### src/piu_defs.svh
// constants of the priority interrupt unit: sizes and reset values
`ifndef PIU_DEFS_SVH
`define PIU_DEFS_SVH

// ****************************************************************
// sizes
// ****************************************************************
`define PIU_LEVELS 8
`define PIU_LVL_W 3

// ****************************************************************
// reset values
// ****************************************************************
`define PIU_REQ_RST 8'h00
`define PIU_LVL_RST 3'h0
`define PIU_GRP_RST 1'h0
`define PIU_DIS_RST 1'h0
`define PIU_ACK_RST 1'h0
`define PIU_IA_N_RST 1'h1
`define PIU_A_N_RST 3'h7
`define PIU_A_OE_RST 1'h0
`define PIU_GIO_RST 1'h0

`endif

### src/piu_pkg.sv
// types of the priority interrupt unit
`include "piu_defs.svh"

package piu_pkg;

    // whole state of the unit, registered in one place
    typedef struct packed {
        logic [`PIU_LEVELS-1:0] req; // request latch, active high
        logic [`PIU_LVL_W-1:0] lvl;  // current status level
        logic grp;                   // current status is in this group
        logic dis;                   // interrupt disable flop
        logic ack;                   // interrupt flop, active high
        logic ia_n;                  // acknowledge pin level
        logic [`PIU_LVL_W-1:0] a_n;  // request level pins, active low
        logic a_oe;                  // request level pins driven
        logic gio;                   // enable for next group
    } piu_state_t;

endpackage : piu_pkg

### src/piu_unit.sv
// eight-level priority interrupt unit with daisy-chain group enable
`timescale 1ns/1ps
`include "piu_defs.svh"

module piu_unit
    import piu_pkg::*;
#(
    parameter int LEVELS = `PIU_LEVELS, // requests per unit
    parameter int LVL_W = `PIU_LVL_W    // width of a level code
) (
    input wire logic clock,                       // 25 MHz clock
    input wire logic resetn,                      // async reset, active low
    input wire logic clock_enable,                // low freezes all state
    input wire logic [LEVELS-1:0] request_n,      // requests, active low
    input wire logic strobe_enable,               // interrupt strobe, high
    input wire logic status_load_n,               // load status, active low
    input wire logic [LVL_W-1:0] current_level_n, // new level, active low
    input wire logic status_group_select_n,       // level is ours, active low
    input wire logic group_inhibit_in,            // high lets this group run
    input wire logic level_read_en_n,             // read level pins, low
    input wire logic interrupt_acknowledge_n_i,   // wired acknowledge line
    output logic interrupt_acknowledge_n_o,       // acknowledge drive level
    output logic interrupt_acknowledge_n_oe,      // acknowledge pulled low
    output logic [LVL_W-1:0] request_level_n_o,   // level code, active low
    output logic request_level_n_oe,              // level pins driven
    output logic group_inhibit_out                // high enables next group
);

    // ****************************************************************
    // parameter check
    // ****************************************************************
    generate
        if (LEVELS != `PIU_LEVELS || LVL_W != `PIU_LVL_W) begin : g_bad_size
            $error("piu_unit: state layout is fixed at eight levels");
        end
    endgenerate

    localparam piu_state_t ST_RST = '{
        req: `PIU_REQ_RST,
        lvl: `PIU_LVL_RST,
        grp: `PIU_GRP_RST,
        dis: `PIU_DIS_RST,
        ack: `PIU_ACK_RST,
        ia_n: `PIU_IA_N_RST,
        a_n: `PIU_A_N_RST,
        a_oe: `PIU_A_OE_RST,
        gio: `PIU_GIO_RST
    };

    // ****************************************************************
    // state and helpers
    // ****************************************************************
    piu_state_t st_reg;
    piu_state_t st_next;
    logic enc_valid;
    logic [LVL_W-1:0] enc_code;
    logic line_ack;
    logic dis_eff;
    logic req_above;

    // a request beats the status if the status sits in another group
    // (a higher group would already have closed group_inhibit_in)
    function automatic logic above_status(
        input logic valid,
        input logic [LVL_W-1:0] code,
        input logic [LVL_W-1:0] lvl,
        input logic grp
    );
        above_status = valid && (!grp || (code > lvl));
    endfunction : above_status

    piu_prio_enc #(
        .LEVELS(LEVELS),
        .CODE_W(LVL_W)
    ) u_enc (
        .req(st_reg.req),
        .valid(enc_valid),
        .code(enc_code)
    );

    // ****************************************************************
    // next state
    // ****************************************************************
    always_comb begin
        st_next = st_reg;
        // the wired line counts too: an acknowledge from any unit on the
        // line freezes this one, as the shared pin would
        line_ack = st_reg.ack || !interrupt_acknowledge_n_i;
        dis_eff = st_reg.dis || line_ack;
        req_above = above_status(enc_valid, enc_code, st_reg.lvl, st_reg.grp);

        // request latch, transparent until an acknowledge freezes it
        if (!dis_eff) begin
            st_next.req = ~request_n;
        end

        // current status latch
        if (!status_load_n) begin
            st_next.lvl = ~current_level_n;
            st_next.grp = !status_group_select_n;
        end

        // disable flop: set wins over the load clear
        if (line_ack) begin
            st_next.dis = 1'b1;
        end else if (!status_load_n) begin
            st_next.dis = 1'b0;
        end

        // interrupt flop; dis_eff includes its own state, so one cycle only
        st_next.ack = req_above && strobe_enable && group_inhibit_in && !dis_eff;
        st_next.ia_n = !st_next.ack;

        // level pins: only the unit above status may drive them
        st_next.a_n = ~enc_code;
        st_next.a_oe = req_above && group_inhibit_in && !level_read_en_n;

        // daisy chain to the next lower group
        st_next.gio = group_inhibit_in && !st_reg.grp && !enc_valid;
    end

    // ****************************************************************
    // state register
    // ****************************************************************
    always_ff @(posedge clock or negedge resetn) begin
        if (!resetn) begin
            st_reg <= ST_RST;
        end else if (clock_enable) begin
            st_reg <= st_next;
        end
    end

    // ****************************************************************
    // outputs
    // ****************************************************************
    // open collector: drive level is low whenever the enable is up
    assign interrupt_acknowledge_n_o = st_reg.ia_n;
    assign interrupt_acknowledge_n_oe = st_reg.ack;
    assign request_level_n_o = st_reg.a_n;
    assign request_level_n_oe = st_reg.a_oe;
    assign group_inhibit_out = st_reg.gio;

    // ****************************************************************
    // checks
    // ****************************************************************
    a_ack_one_cycle:
    assert property (@(posedge clock) disable iff (!resetn)
        (st_reg.ack && clock_enable) |=> !st_reg.ack)
    else $error("acknowledge held longer than one cycle");

    a_ack_cause:
    assert property (@(posedge clock) disable iff (!resetn)
        $rose(st_reg.ack) |->
            $past(clock_enable && strobe_enable && group_inhibit_in
                  && enc_valid && !st_reg.dis))
    else $error("acknowledge set without its conditions");

    a_ack_above:
    assert property (@(posedge clock) disable iff (!resetn)
        ($rose(st_reg.ack) && $past(st_reg.grp)) |->
            ($past(enc_code) > $past(st_reg.lvl)))
    else $error("acknowledge at or below current level");

    a_ack_sets_dis:
    assert property (@(posedge clock) disable iff (!resetn)
        (st_reg.ack && clock_enable) |=> st_reg.dis)
    else $error("acknowledge did not set disable");

    a_dis_blocks_ack:
    assert property (@(posedge clock) disable iff (!resetn)
        st_reg.dis |=> !st_reg.ack)
    else $error("acknowledge while disabled");

    a_ack_beats_clear:
    assert property (@(posedge clock) disable iff (!resetn)
        (st_reg.ack && clock_enable && !status_load_n) |=> st_reg.dis)
    else $error("status load cleared disable during acknowledge");

    a_load_clears_dis:
    assert property (@(posedge clock) disable iff (!resetn)
        (clock_enable && !status_load_n && !st_reg.ack && interrupt_acknowledge_n_i)
            |=> !st_reg.dis)
    else $error("status load left disable set");

    a_req_frozen:
    assert property (@(posedge clock) disable iff (!resetn)
        (st_reg.dis && clock_enable) |=> $stable(st_reg.req))
    else $error("request latch moved while frozen");

    a_status_load:
    assert property (@(posedge clock) disable iff (!resetn)
        (clock_enable && !status_load_n) |=>
            (st_reg.lvl == ~$past(current_level_n)
             && st_reg.grp == !$past(status_group_select_n)))
    else $error("status latch not loaded");

    a_chain_inhibit:
    assert property (@(posedge clock) disable iff (!resetn)
        (clock_enable && !group_inhibit_in) |=> (!group_inhibit_out && !st_reg.ack))
    else $error("inhibit did not pass down the chain");

    a_chain_local_req:
    assert property (@(posedge clock) disable iff (!resetn)
        (clock_enable && (enc_valid || st_reg.grp)) |=> !group_inhibit_out)
    else $error("next group enabled despite local claim");

    a_level_release:
    assert property (@(posedge clock) disable iff (!resetn)
        (clock_enable && level_read_en_n) |=> !request_level_n_oe)
    else $error("level pins driven without read enable");

    a_level_code:
    assert property (@(posedge clock) disable iff (!resetn)
        request_level_n_oe |-> (request_level_n_o == ~$past(enc_code)
                                || !$past(clock_enable)))
    else $error("level pins do not show highest request");

    a_ack_pin_low:
    assert property (@(posedge clock) disable iff (!resetn)
        interrupt_acknowledge_n_oe |-> !interrupt_acknowledge_n_o)
    else $error("acknowledge enabled with a high drive level");

    a_ack_needs_strobe:
    assert property (@(posedge clock) disable iff (!resetn)
        (clock_enable && !strobe_enable) |=> !st_reg.ack)
    else $error("acknowledge without strobe");

    a_ack_needs_req:
    assert property (@(posedge clock) disable iff (!resetn)
        (clock_enable && !enc_valid) |=> !st_reg.ack)
    else $error("acknowledge without a latched request");

    a_ack_blocks_level:
    assert property (@(posedge clock) disable iff (!resetn)
        (clock_enable && st_reg.grp && enc_code <= st_reg.lvl) |=> !st_reg.ack)
    else $error("acknowledge at a blocked level");

    a_ack_fires_above:
    assert property (@(posedge clock) disable iff (!resetn)
        (clock_enable && enc_valid && st_reg.grp && enc_code > st_reg.lvl
         && strobe_enable && group_inhibit_in && !dis_eff) |=> st_reg.ack)
    else $error("request above status not acknowledged");

    a_ack_fires_foreign:
    assert property (@(posedge clock) disable iff (!resetn)
        (clock_enable && enc_valid && !st_reg.grp && strobe_enable
         && group_inhibit_in && !dis_eff) |=> st_reg.ack)
    else $error("request under foreign status not acknowledged");

    a_req_tracks_pins:
    assert property (@(posedge clock) disable iff (!resetn)
        (clock_enable && !dis_eff) |=> (st_reg.req == ~$past(request_n)))
    else $error("open request latch did not follow its inputs");

    a_line_sets_dis:
    assert property (@(posedge clock) disable iff (!resetn)
        (clock_enable && !interrupt_acknowledge_n_i) |=> st_reg.dis)
    else $error("wired acknowledge did not set disable");

    a_status_holds:
    assert property (@(posedge clock) disable iff (!resetn)
        (clock_enable && status_load_n) |=> ($stable(st_reg.lvl) && $stable(st_reg.grp)))
    else $error("status latch moved without a load");

    a_dis_holds:
    assert property (@(posedge clock) disable iff (!resetn)
        (clock_enable && st_reg.dis && status_load_n) |=> st_reg.dis)
    else $error("disable cleared without a status load");

    a_chain_open:
    assert property (@(posedge clock) disable iff (!resetn)
        (clock_enable && group_inhibit_in && !st_reg.grp && !enc_valid)
            |=> group_inhibit_out)
    else $error("next group not enabled");

    a_level_drive:
    assert property (@(posedge clock) disable iff (!resetn)
        (clock_enable && !level_read_en_n && group_inhibit_in && req_above)
            |=> request_level_n_oe)
    else $error("level pins not driven on read");

    a_level_only_above:
    assert property (@(posedge clock) disable iff (!resetn)
        (clock_enable && !req_above) |=> !request_level_n_oe)
    else $error("level pins driven without a request above status");

    a_enable_freezes:
    assert property (@(posedge clock) disable iff (!resetn)
        !clock_enable |=> $stable(st_reg))
    else $error("state moved while clock enable low");

endmodule : piu_unit

### src/piu_prio_enc.sv
// priority encoder: binary code of the highest active request
`timescale 1ns/1ps
`include "piu_defs.svh"

module piu_prio_enc #(
    parameter int LEVELS = `PIU_LEVELS, // request lines
    parameter int CODE_W = `PIU_LVL_W   // code width
) (
    input wire logic [LEVELS-1:0] req,   // latched requests, active high
    output logic valid,                  // some request active
    output logic [CODE_W-1:0] code       // highest active line
);

    // ****************************************************************
    // parameter check
    // ****************************************************************
    generate
        if (LEVELS != (1 << CODE_W)) begin : g_bad_size
            $error("piu_prio_enc: LEVELS must equal 2**CODE_W");
        end
    endgenerate

    // ****************************************************************
    // encoder
    // ****************************************************************
    // line 0 is lowest, so a later hit overrides an earlier one
    always_comb begin
        valid = 1'b0;
        code = '0;
        for (int i = 0; i < LEVELS; i++) begin
            if (req[i]) begin
                valid = 1'b1;
                code = CODE_W'(i);
            end
        end
    end

endmodule : piu_prio_enc

### config.mk
export PLATFORM = sky130hd
export DESIGN_NAME = piu_unit
export DESIGN_NICKNAME = d
export VERILOG_FILES = /design/src/piu_pkg.sv /design/src/piu_unit.sv /design/src/piu_prio_enc.sv
export VERILOG_INCLUDE_DIRS = /design/src
export SDC_FILE = /design/constraint.sdc
export NUM_CORES = 1
export LEC_CHECK = 0
export BUFFER_PORTS_ARGS = -buffer_cell sky130_fd_sc_hd__buf_2
export CAP_MARGIN = 10
export CORE_MARGIN = 5
export CORE_UTILIZATION = 45
export DETAILED_ROUTE_END_ITERATION = 10
export PLACE_DENSITY = 0.71
export SLEW_MARGIN = 20
export SYNTH_ARGS = -nofsm -noshare
export SYNTH_HDL_FRONTEND = slang
export SYNTH_SLANG_ARGS = --single-unit
### constraint.sdc
create_clock -name clock -period 3.4 [get_ports clock]
set_clock_uncertainty 0.15 [all_clocks]
set_input_delay 0.85 -clock clock [delete_from_list [all_inputs] [get_ports clock]]
set_output_delay 0.85 -clock clock [all_outputs]
set_load 0.005 [all_outputs]
==> metrics.yaml, run 1 <==
status:
  status: "completed"
global_routing:
  antenna_found_initial: 0
  grt_pass1_wl_um: 3029
  grt_max_degree: 21
  grt_pass1_vias: 701
  globalRoute.totalOverflow: 0
  grt.total_usage_pct: 12.13
finish:
  area_growth_pct: 16.47
  largest_reg_flops: 13
  fill_cells: 189
  n_antenna_cell: 0
  layout-drive-gt1-share_pct: 35.34
  nets: 140
  fin_cells: 143
power_and_ir_drop:
  p_per_area_mw_per_mm2: 592.6
  power_frac_seq_pct: 52.3
  switching_share_pct: 31.46
  p_int_mw: 0.4528
  ir_worst_vdd_mv: 0.3099
  combPwrFrac_pct: 26.7
  clkPwrFrac_pct: 20.9
  netSwitchingPower_mw: 0.2078
  power.leakage_nw: 0.5393
worst_hold_path:
  hold_class: "input pin to async pin"
placement:
  io_buffers: 26
  dpl.hpwl_um: 1363
  place.gp.congestion: 0.7301
  dp.cells: 139
detailed_routing:
  route.antenna.remaining_nets: 0
  via_count: 716
  wl_per_cell_um: 11.70
  via_per_inst: 5.007
  drc: 0
  wl_um: 1673
  drt-pass1-iter-count: 4
  drt_iter0_drc: 18
synthesis:
  synth-edff-count: 0
  synth_top_family_by_area: "simple AND/OR/NAND/NOR gates"
  ys_top_cells_by_area: "dfrtp_1 42%, dfstp_2 11%, o21ai_0 6.8%"
  async_reset_ff_share_pct: 100.0
  synth-xor-area-share_pct: 0
  syn_area_um2: 957.2
  postSynthCellCount: 92
  synth.top_cell.area_share_pct: 41.83
  synthDistinctLibCells: 28
  synth-simple-area-share_pct: 17.52
  syn-num-nets: 115
  synth_top_flop_cell: "dfrtp_1"
  synth_top_cell_by_area: "dfrtp_1"
  ys_seq_area_share_pct: 52.81
  yosys_register_bits: 20
  synth_area_per_cell_um2: 10.40
  synth_compound_area_share_pct: 14.38
  yosys.area_share.adder_pct: 3.922
  yosysWarningCount: 0
  muxShareOfSynthArea_pct: 3.399
cts:
  worst_skew_pair.late_latency_ns: 0.30
  numCtsBuffers: 3
  cts_buffer_depth: 2
  cts_resized: 0
  clock_sinks: 20
  cts.clk_slew.worst_paths_ns: 0.12
  tritoncts: "built"
  root_buffer: "clkbuf_4"
  postCtsSetupBuffers: 0
  htreeDepth: 1
  cts_hold_buffers: 0
sta:
  slew_viol_final: 0
  finalCriticalPeriod_ns: 2.058
  rsz0062_at_grt: "false"
  setup_violations: 0
  fin_crit_sh_pct: 60.54
  finalHoldViolations: 0
  finalSetupTns_ns: 0
  relSlewSlack_pct: 70.89
  worst_slew_pin_slew_ns: 0.4367
  fmax_mhz: 485.8
floorplanning:
  die_w_um: 56.12
  initial_utilization_pct: 47.81
  io_pins: 27
  core_area_mm2: 0.002002
  dieHeight_um: 56.12
  dieArea_mm2: 0.003149
  rows: 16
setup_path:
  cp_cell_sequence: "o31ai_1 -> ha_1 -> nand3_1 -> o21ai_0 -> and2_1 -> o32a_1"
  cp_num_buf_inv: 0
  cp_max_fo: 4
  crit_required_ns: 3.48
  startpoint_type: "register"
  slowest_stage: "dfrtp_1"
  cp_slowest_stage_delay_ns: 0.46
  crit_type: "register to register"
  end_kind: "register"
  worst_ep_arrival_time_ns: 2.14
  cp_top_family: "compound AO/OA/AOI/OAI gates"
run:
  drv_cap: 0
-- layer usage --
layer / share of wire, % / vias up / GRT usage (%)
met5: 0 / - / 0
met4: 0.54 / 0 / 4.068
li1: - / 361 / -
met2: 47 / 18 / 19.03
met3: 6.3 / 2 / 2.784
met1: 46 / 335 / 16.40
-- metrics by stage --
| stage | worst slack (ns) | cell area, um2 | total power [mW] | hold slack, ns | utilization [%] |
|---|---|---|---|---|---|
| after floorplan | 1.490 | 957.2 | 0.4857 | 0.2946 | - |
| after global placement | 1.375 | 1079 | 0.5193 | 0.3028 | 53.87 |
| after detailed placement | 1.349 | 1079 | 0.5301 | 0.3084 | 53.87 |
| after CTS | 1.335 | 1115 | 0.6670 | 0.3297 | 55.69 |
| after global routing | 1.178 | 1115 | 0.7103 | 0.3517 | 55.69 |
| final | 1.342 | 1115 | 0.6607 | 0.3244 | 55.69 |
-- cells in the mapped netlist, drive strengths merged (2+ instances only) --
master,instances
o21ai,13
nand3,3
nand2b,2
nand2,15
dfrtp,16
dfstp,4
ha,3
inv,9
mux2,2
buf,5
o32ai,2
nor2,5
-- cell type report --
class / instances / area, um2 / area share [%]
Clock buffer: 4 / 36.28 / 3.255
Tap cell: 27 / 33.78 / 3.030
Inverter: 9 / 33.78 / 3.030
Timing Repair Buffer: 26 / 130.1 / 11.67
Multi-Input combinational cell: 57 / 375.4 / 33.67
Sequential cell: 20 / 505.5 / 45.34
-- cell usage in the layout (no fill, tap or decap), drive strengths merged --
master  instances
buf            26
dfrtp          16
nand2          15
o21ai          13
inv             9
nor2            5
dfstp           4
clkbuf          4
ha              3
nand3           3
mux2            2
nand2b          2
o32ai           2
nor4            1
a21o            1
a221oi          1
o31ai           1
nor3b           1
a22o            1
nand4           1
and2            1
o32a            1
nand3b          1
o22ai           1
mux2i           1
-- power by group through the flow --
stage / logic [mW] / clock network [mW] / registers [mW]
after floorplan: 0.144 / 0 / 0.342
after global placement: 0.171 / 0 / 0.348
after detailed placement: 0.179 / 0 / 0.351
after CTS: 0.180 / 0.141 / 0.346
after global routing: 0.207 / 0.149 / 0.354
final: 0.176 / 0.138 / 0.346
-- logic make-up after synthesis --
logic type,count (synthesis)
AO/OA/AOI/OAI,21
multiplexers,3
adder cells (fa/ha/maj),3
buffers and inverters,15
AND/OR/NAND/NOR,30
flip-flops,20
-- final timing paths --
check                                      from                        end  slack (ns)  depth (start not counted)
max                                  st_reg[17]  interrupt_acknowledge_n_o        1.34                          6
max in group asynchronous                resetn  interrupt_acknowledge_n_o        2.44                          1
min in group clock         request_level_n_o[1]       request_level_n_o[1]        0.33                          2
min reg2reg                request_level_n_o[1]       request_level_n_o[1]        0.33                          2
min                                      resetn          group_inhibit_out        0.32                          1
max reg2reg                          st_reg[17]  interrupt_acknowledge_n_o        1.34                          6
(Power assumes the default switching activity.)
==> inputs of run 2 (changes only) <==
Settings changed: PLACE_DENSITY 0.71 to 0.73.
Clock period 3.4 ns to 1.8 ns, I/O delays scaled along.
==> run 2 against run 1 <==
- global-route usage up 0.99 points
- critical endpoint unchanged
- combinational power rose by 150%
- the run now ends with setup timing left
- fmax increased by 4.2%
==> metrics.yaml, run 2 (synthesized netlist as in run 1, its figures left out) <==
global_routing:
  grt_max_degree: 21  # unchanged
  globalRoute.totalOverflow: 0  # unchanged
  grt.total_usage_pct: 13.11  # was 12.13%
  grt_pass1_vias: 760  # was 701
  antenna_found_initial: 0  # unchanged
  grt_pass1_wl_um: 3229  # was 3029 um
detailed_routing:
  drc: 0  # unchanged
  route.antenna.remaining_nets: 0  # unchanged
  wl_um: 1837  # was 1673 um
  drt_iter0_drc: 4  # was 18
  wl_per_cell_um: 12.17  # was 11.70 um
  via_count: 734  # was 716
  drt-pass1-iter-count: 4  # unchanged
  via_per_inst: 4.861  # was 5.007
cts:
  tritoncts: "built"  # unchanged
  cts_buffer_depth: 2  # unchanged
  root_buffer: "clkbuf_4"  # unchanged
  clock_sinks: 20  # unchanged
  numCtsBuffers: 3  # unchanged
  worst_skew_pair.late_latency_ns: 0.30  # about the same
  htreeDepth: 1  # unchanged
  cts.clk_slew.worst_paths_ns: 0.12  # about the same
sta:
  rsz0062_at_grt: "true"  # was false
  relSlewSlack_pct: 70.79  # was 70.89%
  worst_slew_pin_slew_ns: 0.4382  # was 0.4367 ns
  finalHoldViolations: 0  # unchanged
  finalCriticalPeriod_ns: 1.975  # was 2.058 ns
  fmax_mhz: 506.4  # was 485.8 MHz
  setup_violations: 3  # was 0
  fin_crit_sh_pct: 109.7  # was 60.54%
  worst_slack_ns: -0.1747  # was 1.342 ns
  slew_viol_final: 0  # unchanged
finish:
  nets: 148  # was 140
  layout-drive-gt1-share_pct: 41.94  # was 35.34%
  layout_common_cells: "26 x buf_2, 16 x dfrtp_1, 15 x nand2_1"  # unchanged
  postLayoutCoreUtil_pct: 60.50  # was 55.69%
  n_antenna_cell: 0  # unchanged
  area_growth_pct: 26.54  # was 16.47%
  largest_reg_flops: 13  # unchanged
  final_common_cell: "buf_2"  # unchanged
floorplanning:
  rows: 16  # unchanged
  initial_utilization_pct: 47.81  # unchanged
  dieHeight_um: 56.12  # unchanged
  core_area_mm2: 0.002002  # unchanged
  die_w_um: 56.12  # unchanged
  io_pins: 27  # unchanged
  dieArea_mm2: 0.003149  # unchanged
power_and_ir_drop:
  power.leakage_nw: 0.5895  # was 0.5393 nW
  power_mw: 1.450  # was 0.6607 mW
  p_per_area_mw_per_mm2: 1197  # was 592.6 mW/mm2
  ir_worst_vdd_mv: 0.6993  # was 0.3099 mV
setup_path:
  crit_type: "register to register"  # unchanged
  slowest_stage: "dfrtp_1"  # unchanged
  crit_path_start: "st_reg[15]"  # was st_reg[17]
  r2r-start: "st_reg[15]"  # was st_reg[17]
  cp_cell_sequence: "a21o_1 -> a221oi_2 -> ha_1 -> nand3_1 -> o21ai_1 -> and2_4 -> o32a_1"  # was o31ai_1 -> ha_1 -> nand3_1 -> o21ai_0 -> and2_1 -> o32a_1
  ff2ff_setup_slack_ns: -0.17  # was 1.34 ns
  cp_top_family: "compound AO/OA/AOI/OAI gates"  # unchanged
  r2r-end: "interrupt_acknowledge_n_o"  # unchanged
  cp_max_fo: 3  # was 4
  cp_num_buf_inv: 0  # unchanged
  worst_ep_arrival_time_ns: 2.06  # was 2.14 ns
  startpoint_type: "register"  # unchanged
  crit_end: "interrupt_acknowledge_n_o"  # unchanged
  crit_required_ns: 1.88  # was 3.48 ns
  worst-path-stages: 7  # was 6
  cp_slowest_stage_delay_ns: 0.43  # was 0.46 ns
  r2r_cells: 7  # was 6
  end_kind: "register"  # unchanged
placement:
  io_buffers: 26  # unchanged
  place_ws_ns: -0.1885  # was 1.349 ns
  place.gp.congestion: 0.7510  # was 0.7301
  dpl.hpwl_um: 1451  # was 1363 um
worst_hold_path:
  hold_class: "input pin to register"  # was input pin to async pin
run:
  drv_cap: 0  # unchanged
status:
  status: "finished, violations left"  # was completed
  violations: "setup timing"
==> run 2: worst min-delay path by stage <==
stage	start	end	slack, ns	cells past startpoint
floorplan	resetn	group_inhibit_out	0.004	0
detailed placement	resetn	st_reg[10]	0.27	1
CTS	request_n[2]	st_reg[14]	0.16	2
global route	request_n[2]	st_reg[14]	0.14	2
global placement	resetn	st_reg[10]	0.26	1
finish	request_n[5]	st_reg[17]	0.16	2
==> run 2: cell type report <==
| cell class | instances | area [um2] |
|---|---|---|
| multi-input cells | 57 | 392.9 |
| well taps | 27 | 33.78 |
| repair buffers | 34 | 192.7 |
| clock inverters | 1 | 30.03 |
| inverters | 9 | 33.78 |
| clock buffers | 3 | 22.52 |
| fillers | 183 | 790.8 |
| flip-flops and latches | 20 | 505.5 |
==> run 2: layer usage <==
metal,share of wire [%],vias up,track usage [%]
met3,8.3,0,5.800
met4,0,0,2.034
met5,0,-,0
met1,39,334,13.71
met2,52,24,24.37
li1,-,376,-
==> run 2: metrics by stage <==
stage / hold slack, ns / area [um2] / setup TNS, ns / std cells
after global placement: 0.2612 / 1124 / -0.2611 / 145
final: 0.1634 / 1211 / -0.4441 / 151
after detailed placement: 0.2684 / 1124 / -0.5134 / 145
after global routing: 0.1377 / 1211 / -0.7195 / 151
after floorplan: 0.004409 / 957.2 / -0.05700 / 92
after CTS: 0.1556 / 1196 / -0.5394 / 151
==> run 2: power breakdown <==
part / switching, mW / internal (mW) / total (mW)
combinational: 0.202 / 0.234 / 0.437
clock: 0.137 / 0.225 / 0.362
sequential: 0.0832 / 0.568 / 0.651
total: 0.423 / 1.03 / 1.45
==> run 2: timing repair <==
item | 4_1_cts | 5_1_grt
buffers inserted | 1 | 0
endpoints found under the hold margin | 16 | 0
hold buffers | 1 | 0
pin swaps | 3 | 3
endpoints found under the setup margin | 3 | 3
gates resized for setup | 1 | 3
==> inputs of run 3 (changes only) <==
Settings changed: ABC_AREA from default to 1, SKIP_LAST_GASP from default to 1.
==> run 3 against run 2 <==
- the run now ends clean
- clock power down 44%
- fmax rose by 14%
- non-clock buffer count shrank 2
- critical endpoint is now request_level_n_oe
- utilization decreased by 3.6 points
- power down 10%
- critical path type unchanged
- combinational power is 5.5% higher
- sequential cell count did not move
- synthesized cell count grew 15%
==> metrics.yaml, run 3 <==
status:
  status: "completed"  # was finished, violations left
synthesis:
  synth_compound_area_share_pct: 14.52  # was 14.38%
  yosys_register_bits: 20  # unchanged
  synth_common_cells: "28 x nand2_1, 16 x dfrtp_1, 9 x inv_1"  # was 16 x dfrtp_1, 15 x nand2_1, 13 x o21ai_0
  synth_top_flop_cell: "dfrtp_1"  # unchanged
  synth_top_cell_by_area: "dfrtp_1"  # unchanged
  yosysMostFrequentCell: "nand2_1"  # was dfrtp_1
  synthDistinctLibCells: 25  # was 28
  yosys.area_share.adder_pct: 3.722  # was 3.922%
  ys_seq_area_share_pct: 50.12  # was 52.81%
  async_reset_ff_share_pct: 100.0  # unchanged
  synth_top_family_by_area: "simple AND/OR/NAND/NOR gates"  # unchanged
  muxShareOfSynthArea_pct: 0  # was 3.399%
  postSynthCellCount: 106  # was 92
  synth-edff-count: 0  # unchanged
  synth-simple-area-share_pct: 23.45  # was 17.52%
  synth_area_per_cell_um2: 9.514  # was 10.40 um2
  syn_area_mm2: 0.001008  # was 957.2 um2
  synth.top_cell.area_share_pct: 39.70  # was 41.83%
  synth-xor-area-share_pct: 0  # unchanged
  ys_top_cells_by_area: "dfrtp_1 40%, dfstp_2 10%, nand2_1 10%"  # was dfrtp_1 42%, dfstp_2 11%, o21ai_0 6.8%
  yosysWarningCount: 0  # unchanged
  syn-num-nets: 129  # was 115
setup_path:
  crit_type: "register to register"  # unchanged
  cp_cell_sequence: "inv_1 -> a21oi_1 -> o21bai_1 -> a21oi_1 -> ha_1 -> nand3_1 -> nand2_1 -> nand2_2 -> nand3_1 -> nand2_1"  # was a21o_1 -> a221oi_2 -> ha_1 -> nand3_1 -> o21ai_1 -> and2_4 -> o32a_1
  crit_required_ns: 1.84  # was 1.88 ns
  cp_max_fo: 3  # unchanged
  startpoint_type: "register"  # unchanged
  slowest_stage: "dfrtp_1"  # unchanged
  worst_ep_arrival_time_ns: 1.76  # was 2.06 ns
  cp_top_family: "flip-flops"  # was compound AO/OA/AOI/OAI gates
  cp_slowest_stage_delay_ns: 0.41  # was 0.43 ns
  end_kind: "register"  # unchanged
  cp_num_buf_inv: 1  # was 0
run:
  drv_cap: 0  # unchanged
cts:
  tritoncts: "built"  # unchanged
  clock_sinks: 20  # unchanged
  numCtsBuffers: 3  # unchanged
  root_buffer: "clkbuf_4"  # unchanged
  cts_buffer_depth: 2  # unchanged
  htreeDepth: 1  # unchanged
  worst_skew_pair.late_latency_ns: 0.29  # was 0.30 ns
  cts.clk_slew.worst_paths_ns: 0.10  # was 0.12 ns
global_routing:
  grt_pass1_vias: 824  # was 760
  grt_max_degree: 21  # unchanged
  globalRoute.totalOverflow: 0  # unchanged
  grt_pass1_wl_um: 3346  # was 3229 um
  grt.total_usage_pct: 12.83  # was 13.11%
  antenna_found_initial: 0  # unchanged
power_and_ir_drop:
  ir_worst_vdd_mv: 0.6763  # was 0.6993 mV
  power_mw: 1.299  # was 1.450 mW
  p_per_area_mw_per_mm2: 1053  # was 1197 mW/mm2
  power.leakage_nw: 0.6200  # was 0.5895 nW
detailed_routing:
  wl_um: 1956  # was 1837 um
  via_per_inst: 4.841  # was 4.861
  drc: 0  # unchanged
  drt_iter0_drc: 21  # was 4
  wl_per_cell_um: 11.93  # was 12.17 um
  route.antenna.remaining_nets: 0  # unchanged
  drt-pass1-iter-count: 4  # unchanged
  via_count: 794  # was 734
sta:
  fmax_mhz: 579.6  # was 506.4 MHz
  worst_slew_pin_slew_ns: 0.4355  # was 0.4382 ns
  fin_crit_sh_pct: 95.85  # was 109.7%
  hold_ws_ns: 0.1613  # was 0.1634 ns
  finalCriticalPeriod_ns: 1.725  # was 1.975 ns
  slew_viol_final: 0  # unchanged
  finalHoldViolations: 0  # unchanged
  finalSetupTns_ns: 0  # was -0.4441 ns
  rsz0062_at_grt: "true"  # unchanged
  setup_violations: 0  # was 3
  worst_slack_ns: 0.07462  # was -0.1747 ns
  relSlewSlack_pct: 70.97  # was 70.79%
finish:
  area_growth_pct: 22.33  # was 26.54%
  fill_cells: 213  # was 183
  layout_common_cells: "27 x nand2_1, 26 x buf_2, 15 x dfrtp_1"  # was 26 x buf_2, 16 x dfrtp_1, 15 x nand2_1
  final_common_cell: "nand2_1"  # was buf_2
  largest_reg_flops: 13  # unchanged
  layout-drive-gt1-share_pct: 45.59  # was 41.94%
  nets: 161  # was 148
  n_antenna_cell: 0  # unchanged
worst_hold_path:
  hold_class: "input pin to register"  # unchanged
floorplanning:
  dieHeight_um: 57.34  # was 56.12 um
  io_pins: 27  # unchanged
  die_w_um: 57.34  # was 56.12 um
  dieArea_mm2: 0.003288  # was 0.003149 mm2
  core_area_mm2: 0.002170  # was 0.002002 mm2
  rows: 17  # was 16
  initial_utilization_pct: 46.48  # was 47.81%
placement:
  place.gp.congestion: 0.8561  # was 0.7510
  dpl.hpwl_um: 1478  # was 1451 um
  io_buffers: 26  # unchanged
  place_ws_ns: 0.01696  # was -0.1885 ns
run 3: routing by layer:
layer  routed length, um  vias to the layer above  track usage [%]
met1                 813                      357            15.80
met3                 130                        7            2.941
met2                 960                       25            20.81
met4                  51                        0            6.623
met5                   0                        -                0
li1                    -                      405                -
run 3: repair_timing:
action                     in CTS  in global routing
pin swaps                       0                  2
resized for setup               1                  5
setup endpoints to repair       3                  3
setup buffers                   0                  5
hold endpoints to repair       16                  0
hold buffers                    1                  0
run 3: path summary, 6_finish.rpt:
kind	from	end	slack, ns	cells past startpoint
max	st_reg[14]	request_level_n_oe	0.07	10
min	request_n[4]	st_reg[16]	0.16	2
max reg2reg	st_reg[14]	request_level_n_oe	0.07	10
min reg2reg	request_level_n_o[0]	request_level_n_o[0]	0.32	2
max in group asynchronous	resetn	request_level_n_o[0]	0.69	2
min in group asynchronous	resetn	st_reg[8]	0.47	2
run 3: cells by family (layout without fill, tap and decap cells):
logic type,after synthesis,count (layout)
AO/OA/AOI/OAI,21,21
flip-flops,20,20
buffers and inverters,15,45
adder cells (fa/ha/maj),3,3
AND/OR/NAND/NOR,47,47
run 3: final cells by class:
class                           instances  area [um2]  area share, %
Timing Repair Buffer                   32       177.7          14.40
Tap cell                               28       35.03          2.840
Clock buffer                            3       22.52          1.826
Sequential cell                        20       506.7          41.08
Inverter                               10       37.54          3.043
Multi-Input combinational cell         71       454.2          36.82
run 3: report_power, final:
| part | internal, mW | switching, mW |
|---|---|---|
| sequential | 0.558 | 0.0783 |
| clock | 0.0779 | 0.123 |
| combinational | 0.224 | 0.237 |
run 3: per-stage QoR:
stage / instances / cell area, um2 / utilization [%]
5_1_grt: 164 / 1234 / 56.86
3_3_place_gp: 155 / 1129 / 52.02
3_5_place_dp: 155 / 1129 / 52.02
4_1_cts: 159 / 1166 / 53.75
6_report: 164 / 1234 / 56.86
2_1_floorplan: 106 / 1008 / -
